<file path="src/common/p9pms_regs.svh">
// Register offsets, field positions and reset values of the port 9 upper pin selector.
// Assumes byte-wide registers addressed by their byte offsets on a 10-bit address.
`ifndef P9PMS_REGS_SVH
`define P9PMS_REGS_SVH

`define P9PMS_ADDR_W 10
`define P9PMS_DATA_W 8

// Register offsets
`define P9PMS_OFS_TMR_B4_MODE 10'h035C
`define P9PMS_OFS_SER4_CTRL 10'h0366
`define P9PMS_OFS_ADC_CTRL1 10'h03D7
`define P9PMS_OFS_DAC_CTRL 10'h03DC
`define P9PMS_OFS_P9_DATA 10'h03F1
`define P9PMS_OFS_P9_DIR 10'h03F3
`define P9PMS_OFS_PULLUP_CTRL 10'h03FE

// Field positions
`define P9PMS_BIT_TMR_EVT_CLK 7
`define P9PMS_BIT_SER4_SYNC_CLK 6
`define P9PMS_BIT_SER4_PORT_SEL 3
`define P9PMS_BIT_SER4_TX_DIS 2
`define P9PMS_BIT_ADC_OPAMP_HI 7
`define P9PMS_BIT_ADC_OPAMP_LO 6
`define P9PMS_BIT_DAC1_EN 1
`define P9PMS_BIT_PU_P94_97 3
`define P9PMS_BIT_PIN4 4
`define P9PMS_BIT_PIN5 5
`define P9PMS_BIT_PIN6 6

// Reset values
`define P9PMS_RST_TMR_B4_MODE 8'h00
`define P9PMS_RST_SER4_CTRL 8'h00
`define P9PMS_RST_ADC_CTRL1 8'h00
`define P9PMS_RST_DAC_CTRL 8'h00
`define P9PMS_RST_P9_DATA 8'h00
`define P9PMS_RST_P9_DIR 8'h00
`define P9PMS_RST_PULLUP_CTRL 8'h00

`endif

</file>
<file path="src/common/p9pms_pkg.sv">
// Types shared by the port 9 upper pin selector.
// Assumes p9pms_regs.svh supplies the numeric constants.
package p9pms_pkg;

  // Function that a pin is currently giving to the outside
  typedef enum logic [2:0] {
    P9PMS_PORT_IN = 3'b000,
    P9PMS_PORT_IN_PU = 3'b001,
    P9PMS_PORT_OUT = 3'b011,
    P9PMS_PERIPH_OUT = 3'b010,
    P9PMS_PERIPH_IN = 3'b110,
    P9PMS_ANALOG = 3'b111
  } p9pms_mode_t;

  // Op-amp connection field encodings
  typedef enum logic [1:0] {
    P9PMS_OPAMP_OFF = 2'b00,
    P9PMS_OPAMP_EXTEND_A = 2'b01,
    P9PMS_OPAMP_EXTEND_B = 2'b10,
    P9PMS_OPAMP_OUT = 2'b11
  } p9pms_opamp_t;

endpackage

</file>
<file path="src/design/p9pms_sync.sv">
// Three-stage input synchroniser with agreement filter for pad inputs.
// Assumes inputs are asynchronous to clk; output changes only when stages two and three agree.
`timescale 1ns/100ps
module p9pms_sync #(
  parameter int WIDTH = 3
) (
  input wire logic clk,
  input wire logic rstn,
  input wire logic [WIDTH-1:0] async_in,
  output logic [WIDTH-1:0] sync_out
);

  logic [WIDTH-1:0] meta_r;
  logic [WIDTH-1:0] stage2_r;
  logic [WIDTH-1:0] stage3_r;

  // Shift chain; the first stage feeds only the second
  always_ff @(posedge clk or negedge rstn) begin
    if (!rstn) begin
      meta_r <= '0;
      stage2_r <= '0;
      stage3_r <= '0;
    end else begin
      meta_r <= async_in;
      stage2_r <= meta_r;
      stage3_r <= stage2_r;
    end
  end

  // Per-bit filter: a new level counts only once two settled stages agree
  genvar gi;
  generate
    for (gi = 0; gi < WIDTH; gi++) begin : g_bit
      always_ff @(posedge clk or negedge rstn) begin
        if (!rstn) begin
          sync_out[gi] <= 1'b0;
        end else if (stage2_r[gi] == stage3_r[gi]) begin
          sync_out[gi] <= stage3_r[gi];
        end
      end
    end
  endgenerate

endmodule

</file>
<file path="src/design/p9pms_top.sv">
// Pin function selector for port 9 pins 6, 5 and 4, with its control registers.
// Assumes a simple byte register port and pad cells that resolve out/oe/pull-up outside.
//
// Summary of operation
// - Direction 0, pull-up 0, no peripheral select: plain port input without pull-up.
// - Direction 0 with shared pull-up set gives pulled-up input; direction 1 is port output.
// - Serial unit 4 port select with op-amp bits 00: transmit data on pin 6 unless disabled; pin 5 drives its clock if sync-clock is set, else takes it in.
// - Op-amp bits: 10 pin 6 analog in, 01 pin 5 analog in, 11 pin 5 op-amp out.
// - D-A enable drives channel 1 on pin 4; as plain port input with event-clock bit clear, pin 4 feeds timer count source.
`timescale 1ns/100ps
`include "p9pms_regs.svh"
module p9pms_top
  import p9pms_pkg::*;
(
  input wire logic clk,
  input wire logic rstn,
  // Register port
  input wire logic [`P9PMS_ADDR_W-1:0] reg_addr,
  input wire logic [`P9PMS_DATA_W-1:0] reg_wdata,
  input wire logic reg_wr,
  input wire logic reg_rd,
  output logic [`P9PMS_DATA_W-1:0] reg_rdata,
  // Pads: pin 6, 5, 4 in bits 2, 1, 0
  input wire logic [2:0] pad_in,
  output logic [2:0] pad_out,
  output logic [2:0] pad_oe,
  output logic [2:0] pad_pullup_en,
  // Analog switches
  output logic analog_extend_in_b,
  output logic analog_extend_in_a,
  output logic opamp_out_en,
  output logic dac_ch1_out,
  // Serial unit 4
  input wire logic serial4_tx_out,
  input wire logic serial4_clock_signal,
  output logic serial4_clock_in,
  // Timer B channel 4
  output logic timer_b_ch4_count_in
);

  localparam int P6 = 2;
  localparam int P5 = 1;
  localparam int P4 = 0;

  logic [7:0] tmr_b4_mode_r;
  logic [7:0] ser4_ctrl_r;
  logic [7:0] adc_ctrl1_r;
  logic [7:0] dac_ctrl_r;
  logic [7:0] p9_data_r;
  logic [7:0] p9_dir_r;
  logic [7:0] pullup_ctrl_r;
  logic [7:0] rdata_nxt;
  logic [2:0] pin_sync;
  logic [2:0] dir3;
  logic pu_shared;
  p9pms_opamp_t opamp;
  p9pms_mode_t mode6;
  p9pms_mode_t mode5;
  p9pms_mode_t mode4;
  logic [2:0] out_nxt;
  logic [2:0] oe_nxt;
  logic [2:0] pu_nxt;
  logic ser4_sel;

  // Register writes; unmapped addresses are ignored
  always_ff @(posedge clk or negedge rstn) begin
    if (!rstn) begin
      tmr_b4_mode_r <= `P9PMS_RST_TMR_B4_MODE;
      ser4_ctrl_r <= `P9PMS_RST_SER4_CTRL;
      adc_ctrl1_r <= `P9PMS_RST_ADC_CTRL1;
      dac_ctrl_r <= `P9PMS_RST_DAC_CTRL;
      p9_data_r <= `P9PMS_RST_P9_DATA;
      p9_dir_r <= `P9PMS_RST_P9_DIR;
      pullup_ctrl_r <= `P9PMS_RST_PULLUP_CTRL;
    end else if (reg_wr) begin
      case (reg_addr)
        `P9PMS_OFS_TMR_B4_MODE: tmr_b4_mode_r <= reg_wdata;
        `P9PMS_OFS_SER4_CTRL: ser4_ctrl_r <= reg_wdata;
        `P9PMS_OFS_ADC_CTRL1: adc_ctrl1_r <= reg_wdata;
        `P9PMS_OFS_DAC_CTRL: dac_ctrl_r <= reg_wdata;
        `P9PMS_OFS_P9_DATA: p9_data_r <= reg_wdata;
        `P9PMS_OFS_P9_DIR: p9_dir_r <= reg_wdata;
        `P9PMS_OFS_PULLUP_CTRL: pullup_ctrl_r <= reg_wdata;
        default: ;
      endcase
    end
  end

  // Read mux; the data register shows live pin levels for the three handled pins
  always_comb begin
    rdata_nxt = 8'h00;
    case (reg_addr)
      `P9PMS_OFS_TMR_B4_MODE: rdata_nxt = tmr_b4_mode_r;
      `P9PMS_OFS_SER4_CTRL: rdata_nxt = ser4_ctrl_r;
      `P9PMS_OFS_ADC_CTRL1: rdata_nxt = adc_ctrl1_r;
      `P9PMS_OFS_DAC_CTRL: rdata_nxt = dac_ctrl_r;
      `P9PMS_OFS_P9_DATA: begin
        rdata_nxt = p9_data_r;
        rdata_nxt[`P9PMS_BIT_PIN6:`P9PMS_BIT_PIN4] = pin_sync;
      end
      `P9PMS_OFS_P9_DIR: rdata_nxt = p9_dir_r;
      `P9PMS_OFS_PULLUP_CTRL: rdata_nxt = pullup_ctrl_r;
      default: rdata_nxt = 8'h00;
    endcase
  end

  // Read data stands in the cycle after the strobe only
  always_ff @(posedge clk or negedge rstn) begin
    if (!rstn) begin
      reg_rdata <= 8'h00;
    end else if (reg_rd) begin
      reg_rdata <= rdata_nxt;
    end else begin
      reg_rdata <= 8'h00;
    end
  end

  // Pad inputs come from outside the clock domain
  p9pms_sync #(
    .WIDTH(3)
  ) p9pms_sync_inst (
    .clk(clk),
    .rstn(rstn),
    .async_in(pad_in),
    .sync_out(pin_sync)
  );

  assign dir3 = p9_dir_r[`P9PMS_BIT_PIN6:`P9PMS_BIT_PIN4];
  assign pu_shared = pullup_ctrl_r[`P9PMS_BIT_PU_P94_97];
  assign opamp = p9pms_opamp_t'({adc_ctrl1_r[`P9PMS_BIT_ADC_OPAMP_HI], adc_ctrl1_r[`P9PMS_BIT_ADC_OPAMP_LO]});
  assign ser4_sel = ser4_ctrl_r[`P9PMS_BIT_SER4_PORT_SEL];

  // Port function shared by every pin when no peripheral owns it
  function automatic p9pms_mode_t port_mode(input logic dir, input logic pu);
    if (dir) begin
      port_mode = P9PMS_PORT_OUT;
    end else if (pu) begin
      port_mode = P9PMS_PORT_IN_PU;
    end else begin
      port_mode = P9PMS_PORT_IN;
    end
  endfunction

  // Pin 6: analog input wins, then serial transmit, then port
  always_comb begin
    if (opamp == P9PMS_OPAMP_EXTEND_B) begin
      mode6 = P9PMS_ANALOG;
    end else if (opamp == P9PMS_OPAMP_OFF && ser4_sel) begin
      // Transmit disabled leaves the pin undriven rather than falling back to port
      mode6 = ser4_ctrl_r[`P9PMS_BIT_SER4_TX_DIS] ? P9PMS_PERIPH_IN : P9PMS_PERIPH_OUT;
    end else begin
      mode6 = port_mode(dir3[P6], pu_shared);
    end
  end

  // Pin 5: op-amp analog modes, then serial clock, then port
  always_comb begin
    if (opamp == P9PMS_OPAMP_EXTEND_A || opamp == P9PMS_OPAMP_OUT) begin
      mode5 = P9PMS_ANALOG;
    end else if (opamp == P9PMS_OPAMP_OFF && ser4_sel) begin
      mode5 = ser4_ctrl_r[`P9PMS_BIT_SER4_SYNC_CLK] ? P9PMS_PERIPH_OUT : P9PMS_PERIPH_IN;
    end else begin
      mode5 = port_mode(dir3[P5], pu_shared);
    end
  end

  // Pin 4: D-A output wins over port; timer input rides on port input
  always_comb begin
    if (dac_ctrl_r[`P9PMS_BIT_DAC1_EN]) begin
      mode4 = P9PMS_ANALOG;
    end else begin
      mode4 = port_mode(dir3[P4], pu_shared);
    end
  end

  // Pad drive values from each pin's mode
  always_comb begin
    out_nxt[P6] = (mode6 == P9PMS_PERIPH_OUT) ? serial4_tx_out : p9_data_r[`P9PMS_BIT_PIN6];
    out_nxt[P5] = (mode5 == P9PMS_PERIPH_OUT) ? serial4_clock_signal : p9_data_r[`P9PMS_BIT_PIN5];
    out_nxt[P4] = p9_data_r[`P9PMS_BIT_PIN4];
    oe_nxt[P6] = (mode6 == P9PMS_PORT_OUT) || (mode6 == P9PMS_PERIPH_OUT);
    oe_nxt[P5] = (mode5 == P9PMS_PORT_OUT) || (mode5 == P9PMS_PERIPH_OUT);
    oe_nxt[P4] = (mode4 == P9PMS_PORT_OUT);
    pu_nxt[P6] = (mode6 == P9PMS_PORT_IN_PU);
    pu_nxt[P5] = (mode5 == P9PMS_PORT_IN_PU);
    pu_nxt[P4] = (mode4 == P9PMS_PORT_IN_PU);
  end

  // Pad controls are registered so a mode change never glitches the pad
  always_ff @(posedge clk or negedge rstn) begin
    if (!rstn) begin
      pad_out <= 3'h0;
      pad_oe <= 3'h0;
      pad_pullup_en <= 3'h0;
    end else begin
      pad_out <= out_nxt;
      pad_oe <= oe_nxt;
      pad_pullup_en <= pu_nxt;
    end
  end

  // Analog switch selects and peripheral-facing inputs
  always_ff @(posedge clk or negedge rstn) begin
    if (!rstn) begin
      analog_extend_in_b <= 1'b0;
      analog_extend_in_a <= 1'b0;
      opamp_out_en <= 1'b0;
      dac_ch1_out <= 1'b0;
      serial4_clock_in <= 1'b0;
      timer_b_ch4_count_in <= 1'b0;
    end else begin
      analog_extend_in_b <= (opamp == P9PMS_OPAMP_EXTEND_B);
      analog_extend_in_a <= (opamp == P9PMS_OPAMP_EXTEND_A);
      opamp_out_en <= (opamp == P9PMS_OPAMP_OUT);
      dac_ch1_out <= (mode4 == P9PMS_ANALOG);
      // Only an external clock is fed back; an internal clock would loop onto itself
      serial4_clock_in <= (mode5 == P9PMS_PERIPH_IN) & pin_sync[P5];
      // Count source only while direction, pull-up, event-clock and D-A bits are all clear
      timer_b_ch4_count_in <= (mode4 == P9PMS_PORT_IN) & ~tmr_b4_mode_r[`P9PMS_BIT_TMR_EVT_CLK]
        & pin_sync[P4];
    end
  end

endmodule

</file>
<file path="config.mk">
export PLATFORM = sky130hd
export DESIGN_NAME = p9pms_top
export DESIGN_NICKNAME = d
export VERILOG_FILES = /design/src/common/p9pms_pkg.sv /design/src/design/p9pms_sync.sv /design/src/design/p9pms_top.sv
export VERILOG_INCLUDE_DIRS = /design/src /design/src/common
export SDC_FILE = /design/constraint.sdc
export NUM_CORES = 1
export LEC_CHECK = 0
export BUFFER_PORTS_ARGS = -buffer_cell sky130_fd_sc_hd__buf_2
export CAP_MARGIN = 15
export CORE_ASPECT_RATIO = 0.5
export CORE_MARGIN = 4
export CORE_UTILIZATION = 30
export CTS_CLUSTER_SIZE = 25
export DETAILED_ROUTE_END_ITERATION = 16
export SYNTH_ARGS = -nofsm -noshare
export SYNTH_HDL_FRONTEND = slang
export SYNTH_SLANG_ARGS = --single-unit
export TNS_END_PERCENT = 20
</file>
<file path="constraint.sdc">
create_clock -name clk -period 1.73 [get_ports clk]
set_clock_uncertainty 0.2 [all_clocks]
set_input_delay 0 -clock clk [delete_from_list [all_inputs] [get_ports clk]]
set_output_delay 0 -clock clk [all_outputs]
set_load 0.005 [all_outputs]
</file>
==> results.toml, run 1 <==
[final_layout]
diodes = 0
final_util = 0.4134
final_cell_count_no_fill = 532
area_delta_synth_final_pct = 34.15
nNetsFinal = 389
drive_gt1_frac = 0.4905

[logic_synthesis]
syn_avg_cell_area_sq_um = 14.52
ys_top_cells_by_area = "dfrtp_1 62%, mux2_2 20%, a22oi_1 4.3%"
syn_area_sq_um = 3660
yosysTopAreaCellShare = 0.6222
syn_inst = 252
ys_types = 38
syn_nets = 279
yosysTopAreaCell = "dfrtp_1"
synth-seq-area-share = 0.6222
synth-seq-cells = 91
ys_warn_count = 0

[grt]
antenna_found_initial = 0
grt_pass1_wl_mm = 14.35
grt_max_degree = 44
grt_pass1_vias = 2568
grt_usage = 0.1355
grt.overflow.total = 0

[setup_path]
required_ns = 1.75
crit_family = "simple AND/OR/NAND/NOR gates"
cp_slowest_stage_delay_ns = 0.37
arrival_ns = 1.55
crit_buf_inv = 0
crit_path_cell_trace = "nand2b_1, nor3_1, mux2_2"
cp_max_fo = 5
slowest_stage = "dfrtp_1"
cp-end-kind = "flip-flop"
path_class = "flip-flop to flip-flop"
r2r-end = "pad_out[2]"
r2r_start = "adc_ctrl1_r[7]"
r2r_setup_slack_ns = 0.21
rr_worst_depth = 3
crit_path_start_kind = "flip-flop"

[die]
core_area_sq_um = 11880
row_count = 28
ios = 50
dieArea_sq_um = 14140
die_width_microns = 164.2
initial_core_util = 0.3082
die_h_microns = 86.10

[sta]
maxClockFrequency_mhz = 657.3
slew_viol_final = 0
setup_viol = 0
finalHoldViolCount = 0
relSlewSlack = 0.7474
grt_setup_unrepaired = "false"
finalCriticalPeriod_ns = 1.521
min_period_over_period = 0.8794
max_slew.worst_pin.slew_ns = 0.3754

[route]
final_antenna_net_count = 0
drc = 0
viasPerCell = 4.692
firstDrtPassIters = 4
vias = 2496
drt_wl_total_mm = 8.909
drt-initial-drc-count = 134
avgRoutedWirePerCell_microns = 16.75

[clocking]
worstSkewPairLatency_ns = 0.34
cts_tree = "built"
cts_root_buffer = "clkbuf_16"
cts_buffer_depth = 2
numCtsBuffers = 9
cts.sinks = 91
clk_pin_slew_ns = 0.07
htree_levels = 3

[status]
outcome = "completed"

[place]
dp_cells = 499
globalplace.congestion = 0.7663
hpwl_mm = 6.045
numPortBuffers = 49

[run]
cap_viol_max_count = 0

[power_and_ir_drop]
peakVddDrop_uv = 521.0
finalPower_mw = 4.441
power.density_nw_per_um2 = 904.6
leakage_nw = 2.405

[hold_path]
min_delay_path_depth = 4
min_from = "reg_wr"
min_to = "dac_ctrl_r[3]"
hp-class = "input port to flip-flop"
==> registers in the layout, summed over array words and instances, names as in the netlist, 8 cells and up <==
name	flops
adc_ctrl1_r	8
dac_ctrl_r	8
p9_data_r	8
p9_dir_r	8
pullup_ctrl_r	8
reg_rdata	8
ser4_ctrl_r	8
tmr_b4_mode_r	8
==> synthesized netlist by cell type <==
cell	n
a22oi_1	21
nor4bb_1	2
nand2b_1	3
or2_2	1
o21ai_0	1
nand3_1	2
nor3b_1	2
clkbuf_1	3
a21oi_1	2
nand2_1	9
mux2i_1	1
maj3_1	3
a32oi_1	1
a222oi_1	1
nand4_1	1
mux2_2	66
nand4b_1	1
nor4_4	1
or3_1	1
nand3b_1	1
nand3_2	1
a2bb2oi_1	1
nor2_1	5
and2_1	2
and3_1	1
nand2_2	1
nor2b_1	4
nor4b_1	1
nor4_1	2
nor2_2	3
nor4_2	1
or3b_1	1
a31oi_1	7
o41ai_2	1
buf_1	1
buf_2	2
dfrtp_1	91
nor3_1	4
==> report_power, final <==
| group | internal [mW] | switching (mW) |
|---|---|---|
| Clock | 1.17 | 0.833 |
| Sequential | 2.17 | 0.0231 |
| Combinational | 0.117 | 0.127 |
==> what timing repair did <==
action / CTS / global route
endpoints found under the hold margin: 160 / 0
setup buffers: 0 / 0
hold buffers: 17 / 0
gates resized for setup: 0 / 0
==> metrics by stage <==
step           setup slack (ns)  instance area [sq um]  TNS, ns  hold WS, ns
6_report                 0.2086                   4910        0      0.01608
5_1_grt                  0.1226                   4910        0      0.04589
4_1_cts                  0.1972                   4910        0     0.001112
3_5_place_dp            -0.1198                   4419   -1.298      -0.2606
3_3_place_gp           -0.06969                   4419  -0.4553      -0.2674
2_1_floorplan           0.04302                   3660        0      -0.4956
==> per-layer routing <==
| layer | GRT usage | part of all wire |
|---|---|---|
| met5 | 0 | 0 |
| met4 | 0.04642 | 0.011 |
| met3 | 0.03553 | 0.047 |
| met2 | 0.2110 | 0.47 |
| met1 | 0.1843 | 0.47 |
==> layout make-up <==
class                      count  area [sq um]
fill                        1117          6967
sequential                    91          2277
multi-input combinational    155          1358
timing repair buffer         105         758.2
clock buffer                  10         239.0
tap                          165         206.4
clock inverter                 6         71.32
==> logic make-up after synthesis <==
| group | after synthesis | share of synthesized area |
|---|---|---|
| mux | 67 | 0.2058 |
| fa+ha+maj | 3 | 0.008205 |
| compound gates | 35 | 0.07111 |
| simple gates | 50 | 0.08582 |
| buf+inv | 6 | 0.006837 |
| flops | 91 | 0.6222 |
==> worst reg2reg max path, delay by kind of cell (launching register included) <==
| kind | cells | cell delay (ns) |
|---|---|---|
| and+or+nand+nor | 2 | 0.47 |
| DFF | 1 | 0.37 |
| muxes | 1 | 0.36 |
==> layout by cell type, fill, tap and decap left out, types with 3 or more instances in the layout <==
master / n
a31oi_1: 7
buf_2: 48
nor2_1: 5
dlygate4sd3_1: 16
buf_12: 4
nor3_1: 4
mux2_2: 66
nand2_1: 9
maj3_1: 3
nand2b_1: 3
clkbuf_16: 9
dfrtp_1: 91
nor2b_1: 4
a22oi_1: 21
buf_4: 37
nor2_2: 3
==> how the worst max path moves through the flow <==
stage / from / to / slack, ns / cells after the start
CTS: adc_ctrl1_r[7] / pad_out[2] / 0.20 / 3
global route: adc_ctrl1_r[7] / pad_out[2] / 0.12 / 3
global placement: reg_addr[0] / reg_rdata[4] / -0.07 / 8
detailed placement: reg_addr[0] / reg_rdata[4] / -0.12 / 8
finish: adc_ctrl1_r[7] / pad_out[2] / 0.21 / 3
floorplan: reg_addr[0] / tmr_b4_mode_r[0] / 0.04 / 5
No activity file was read; power rests on OpenSTA's default activity.
==> run 2: changes to the inputs <==
--- a/config.mk
+++ b/config.mk
@@ -6,6 +6,7 @@
 export SDC_FILE = /design/constraint.sdc
 export NUM_CORES = 1
 export LEC_CHECK = 0
+export ABC_AREA = 0
 export BUFFER_PORTS_ARGS = -buffer_cell sky130_fd_sc_hd__buf_2
 export CAP_MARGIN = 15
 export CORE_ASPECT_RATIO = 0.5
==> constraint.sdc (replaced) <==
create_clock -name clk -period 1.58 [get_ports clk]
set_clock_uncertainty 0.2 [all_clocks]
set_input_delay 0 -clock clk [delete_from_list [all_inputs] [get_ports clk]]
set_output_delay 0 -clock clk [all_outputs]
set_load 0.005 [all_outputs]
==> run 2 against run 1 <==
Utilization shrank 0.20 points. Sequential power grew 9.6%. Clock power grew 9%. Non-clock buffer count shrank 6. Largest cell class unchanged. Sequential share of layout area grew 0.23 points.
==> results.toml, run 2 (synthesized netlist as in run 1, its figures left out) <==
[clocking]
cts_buffer_depth = 2
cts_root_buffer = "clkbuf_16"
numCtsBuffers = 9
cts.sinks = 91
cts_setup_buffers = 0
htree_levels = 3
worstSkewPairLatency_ns = 0.33
cts_tree = "built"
clk_pin_slew_ns = 0.07

[place]
dp_cells = 495
numPortBuffers = 49
globalplace.congestion = 0.7784
hpwl_mm = 5.629

[route]
drc = 0
drt-initial-drc-count = 128
vias = 2466
viasPerCell = 4.688
final_antenna_net_count = 0
drt_wl_total_mm = 8.378
firstDrtPassIters = 4
avgRoutedWirePerCell_microns = 15.93

[hold_path]
hp-class = "input port to async pin"

[final_layout]
diodes = 0
fillers = 1108
final_cell_mix = "91 x dfrtp_1, 66 x mux2_2, 48 x buf_2"
drive_gt1_frac = 0.4848
final_cell_count_no_fill = 526
nNetsFinal = 383
final_common_cell = "dfrtp_1"
area_delta_synth_final_pct = 33.50

[sta]
setup_viol = 0
min_period_over_period = 0.9497
finalCriticalPeriod_ns = 1.501
maxClockFrequency_mhz = 666.4
grt_setup_unrepaired = "false"
slew_viol_final = 0
relSlewSlack = 0.6839
max_slew.worst_pin.slew_ns = 0.4741
fin_tns_setup_ns = 0
finalHoldViolCount = 0
whs_ns = 0.03601

[power_and_ir_drop]
p_comb_frac = 0.052
peakVddDrop_uv = 557.1
net-switching-power_mw = 1.055
p_int_mw = 3.783
power_switching_share = 0.2180
p_seq_frac = 0.496
clkPwrFrac = 0.451
power.density_nw_per_um2 = 990.2
leakage_nw = 2.400

[die]
die_h_microns = 86.10
die_width_microns = 164.2
ios = 50
core_area_sq_um = 11880
initial_core_util = 0.3082
row_count = 28
dieArea_sq_um = 14140

[grt]
grt.overflow.total = 0
antenna_found_initial = 0
grt_max_degree = 92
grt_usage = 0.1289
grt_pass1_wl_mm = 13.94
grt_pass1_vias = 2543

[setup_path]
crit_path_cell_trace = "nand2b_1, nor3_1, mux2_2"
path_class = "flip-flop to flip-flop"
arrival_ns = 1.52
crit_family = "simple AND/OR/NAND/NOR gates"
cp-end-kind = "flip-flop"
crit_path_start_kind = "flip-flop"
crit_buf_inv = 0
slowest_stage = "dfrtp_1"
cp_slowest_stage_delay_ns = 0.37
required_ns = 1.60
cp_max_fo = 3

[status]
outcome = "completed"

[run]
cap_viol_max_count = 0
## run 2: cell count changes in the layout (fill, tap and decap cells not counted), sizes merged
cell / previous run / this run
buf: 89 / 84
clkinvlp: 2 / 0
dlygate4sd3: 16 / 15
clkinv: 1 / 3
## run 2: what timing repair did
item / in CTS / in global routing
hold buffers: 15 / 0
endpoints found under the setup margin: 0 / 0
endpoints found under the hold margin: 160 / 0
resized for setup: 0 / 0
## run 2: final cells by class
class,instances,area (sq um),area share
tap,165,206.4,0.04225
timing repair buffer,99,735.7,0.1506
multi-input combinational,155,1358,0.2778
sequential,91,2277,0.4661
clock buffer,10,239.0,0.04891
clock inverter,6,70.07,0.01434
## run 2: final timing paths
path                            cells past startpoint  slack [ns]                       from                     endpoint
worst min-delay path                                3        0.04                       rstn                dac_ctrl_r[1]
min in group clk                                    4        0.04                     reg_wr                  p9_dir_r[2]
worst max-delay path                                3        0.08             adc_ctrl1_r[7]                   pad_out[2]
max in group asynchronous                           3        0.77                       rstn  p9pms_sync_inst.stage3_r[1]
worst min register to register                      0        0.15  p9pms_sync_inst.meta_r[0]  p9pms_sync_inst.stage2_r[0]
worst max register to register                      3        0.08             adc_ctrl1_r[7]                   pad_out[2]
## run 2: power groups by stage
stage               Sequential [mW]  Clock (mW)  Combinational, mW
floorplan                      2.44           0             0.0719
global placement               2.45           0              0.229
detailed placement             2.45           0              0.231
CTS                            2.40        2.23              0.260
global route                   2.41        2.34              0.286
finish                         2.40        2.18              0.253
## run 2: per-layer routing
metal,track usage,vias up,share of wire
li1,-,1154,-
met1,0.1754,1260,0.47
met2,0.2062,43,0.48
met3,0.03313,9,0.044
met4,0.03425,0,0.012
met5,0,-,0
## run 2: worst reg2reg max path, delay by kind of cell, from the launching register on
family / cells / cell delay (ns)
simple gates: 2 / 0.44
flops: 1 / 0.37
mux: 1 / 0.37
## run 2: metrics by stage
| stage | power [mW] | cell area (sq um) | util | worst slack (ns) |
|---|---|---|---|---|
| floorplan | 2.513 | 3660 | - | -0.1070 |
| global placement | 2.675 | 4427 | 0.3727 | -0.1711 |
| detailed placement | 2.677 | 4427 | 0.3727 | -0.1979 |
| CTS | 4.894 | 4886 | 0.4114 | 0.05149 |
| global route | 5.034 | 4886 | 0.4114 | 0.02822 |
| finish | 4.838 | 4886 | 0.4114 | 0.07949 |
==> run 3: changes to the inputs <==
--- a/config.mk
+++ b/config.mk
@@ -11,7 +11,7 @@
 export CAP_MARGIN = 15
 export CORE_ASPECT_RATIO = 0.5
 export CORE_MARGIN = 4
-export CORE_UTILIZATION = 30
+export CORE_UTILIZATION = 45
 export CTS_CLUSTER_SIZE = 25
 export DETAILED_ROUTE_END_ITERATION = 16
 export SYNTH_ARGS = -nofsm -noshare
==> run 3 against run 2 <==
The run now ends with hold timing left. Design area down 0.54%. Combinational power rose by 7%. Clock power is 2% lower. Die area shrank 31%. Count of clock-buffer cells in the layout decreased by 1. Power fell by 0.47%. Global-route usage rose by 6.3 points. First-iteration DRC count decreased by 8.6%. Sequential share of layout area grew 0.25 points. Critical path depth did not move. Non-clock buffer count up 8. Largest cell class unchanged.
==> results.toml, run 3 (synthesized netlist as in run 1, its figures left out) <==
[final_layout]
fillers = 600
final_common_cell = "dfrtp_1"
diodes = 0
final_util = 0.6397
final_cell_count_no_fill = 477
area_delta_synth_final_pct = 32.79
nNetsFinal = 391
drive_gt1_frac = 0.4959
final_cell_mix = "91 x dfrtp_1, 66 x mux2_2, 48 x buf_2"
design_area_sq_um = 4860

[clocking]
hold_buffers = 16
cts_buffer_depth = 2
cts_setup_buffers = 0
htree_levels = 3
cts_root_buffer = "clkbuf_16"
cts_tree = "built"
clk_pin_slew_ns = 0.07
cts.sinks = 91
numCtsBuffers = 9
worstSkewPairLatency_ns = 0.34

[setup_path]
cp-end-kind = "flip-flop"
r2r_start = "adc_ctrl1_r[7]"
critPathLaunch = "adc_ctrl1_r[7]"
r2r_setup_slack_ns = 0.11
rr_worst_depth = 3
required_ns = 1.61
arrival_ns = 1.50
path_class = "flip-flop to flip-flop"
r2r-end = "pad_out[2]"
cp_max_fo = 2
crit_path_start_kind = "flip-flop"

[grt]
grt_usage = 0.1922
grt_pass1_wl_mm = 14.06
busiest_layer = "met2"
use_met1 = 0.2516
grt.overflow.total = 0
grtUsageMet2 = 0.3067
grt_pass1_vias = 2682
grt_use_met3 = 0.06452
grt_max_degree = 38
antenna_found_initial = 0

[route]
final_antenna_net_count = 0
drc = 0
drt-initial-drc-count = 117
avgRoutedWirePerCell_microns = 17.79
drt_wl_total_mm = 8.486
vias = 2503
firstDrtPassIters = 4
viasPerCell = 5.247

[sta]
fin_tns_setup_ns = 0
max_slew.worst_pin.slew_ns = 0.3539
min_period_over_period = 0.9328
setup_viol = 0
maxClockFrequency_mhz = 678.5
slew_viol_final = 0
whs_ns = -0.06935
setup_ws_ns = 0.1062
finalCriticalPeriod_ns = 1.474
finalHoldViolCount = 31
relSlewSlack = 0.7619
grt_setup_unrepaired = "false"

[place]
place_area_sq_um = 4383
globalplace.congestion = 0.8795
dp_cells = 445
numPortBuffers = 49
hpwl_mm = 6.041
pre_cts_slack_ns = -0.2699

[run]
cap_viol_max_count = 0

[power_and_ir_drop]
peakVddDrop_uv = 666.8
power.density_nw_per_um2 = 990.9
leakage_nw = 2.422

[status]
violations = "hold timing"
outcome = "finished with violations"

[die]
row_count = 22
core_area_sq_um = 7597
die_width_microns = 135.5
initial_core_util = 0.4817
die_h_microns = 71.77
ios = 50
dieArea_sq_um = 9727

[hold_path]
hp-class = "input port to async pin"
[run 3: cell type report]
| class | instances | area, sq um | area share |
|---|---|---|---|
| timing repair buffer | 107 | 777.0 | 0.1599 |
| sequential | 91 | 2277 | 0.4686 |
| clock buffer | 9 | 225.2 | 0.04634 |
| multi-input combinational | 155 | 1364 | 0.2806 |
| clock inverter | 7 | 81.33 | 0.01674 |
| tap | 108 | 135.1 | 0.02781 |
[run 3: worst max-delay path by stage]
stage,end,slack [ns],depth (start not counted)
2_1_floorplan,tmr_b4_mode_r[0],-0.11,5
3_5_place_dp,ser4_ctrl_r[0],-0.27,7
3_3_place_gp,reg_rdata[6],-0.23,8
5_1_grt,reg_rdata[2],0.01,8
6_report,pad_out[2],0.11,3
4_1_cts,ser4_ctrl_r[0],0.09,7
[run 3: what timing repair did]
| item | CTS | global route |
|---|---|---|
| endpoints found under the setup margin | 0 | 22 |
| gates resized for setup | 0 | 2 |
| endpoints found under the hold margin | 160 | 31 |
[run 3: critical path, stage by stage, from the launching register on]
cell,delay (ns)
dfrtp_1,0.38
nand2b_1,0.16
nor3_1,0.24
mux2_2,0.37
[run 3: report_power, final]
group | switching, mW | leakage [nW] | total (mW) | internal [mW]
registers | 0.0255 | 1.24 | 2.40 | 2.38
clock network | 1.01 | 0.150 | 2.14 | 1.13
logic | 0.137 | 1.03 | 0.270 | 0.133
[run 3: metal layers]
| metal | wire length, microns | share of wire | up-vias |
|---|---|---|---|
| li1 | - | - | 1167 |
| met1 | 3817 | 0.45 | 1264 |
| met2 | 4042 | 0.48 | 63 |
| met3 | 554 | 0.065 | 9 |
| met4 | 72 | 0.0085 | 0 |
| met5 | 0 | 0 | - |
[run 3: metrics by stage]
stage / hold WS (ns) / power, mW
global route: -0.03188 / 5.011
global placement: -0.1818 / 2.681
CTS: -0.02428 / 4.865
floorplan: -0.4956 / 2.513
detailed placement: -0.1733 / 2.688
finish: -0.06935 / 4.815
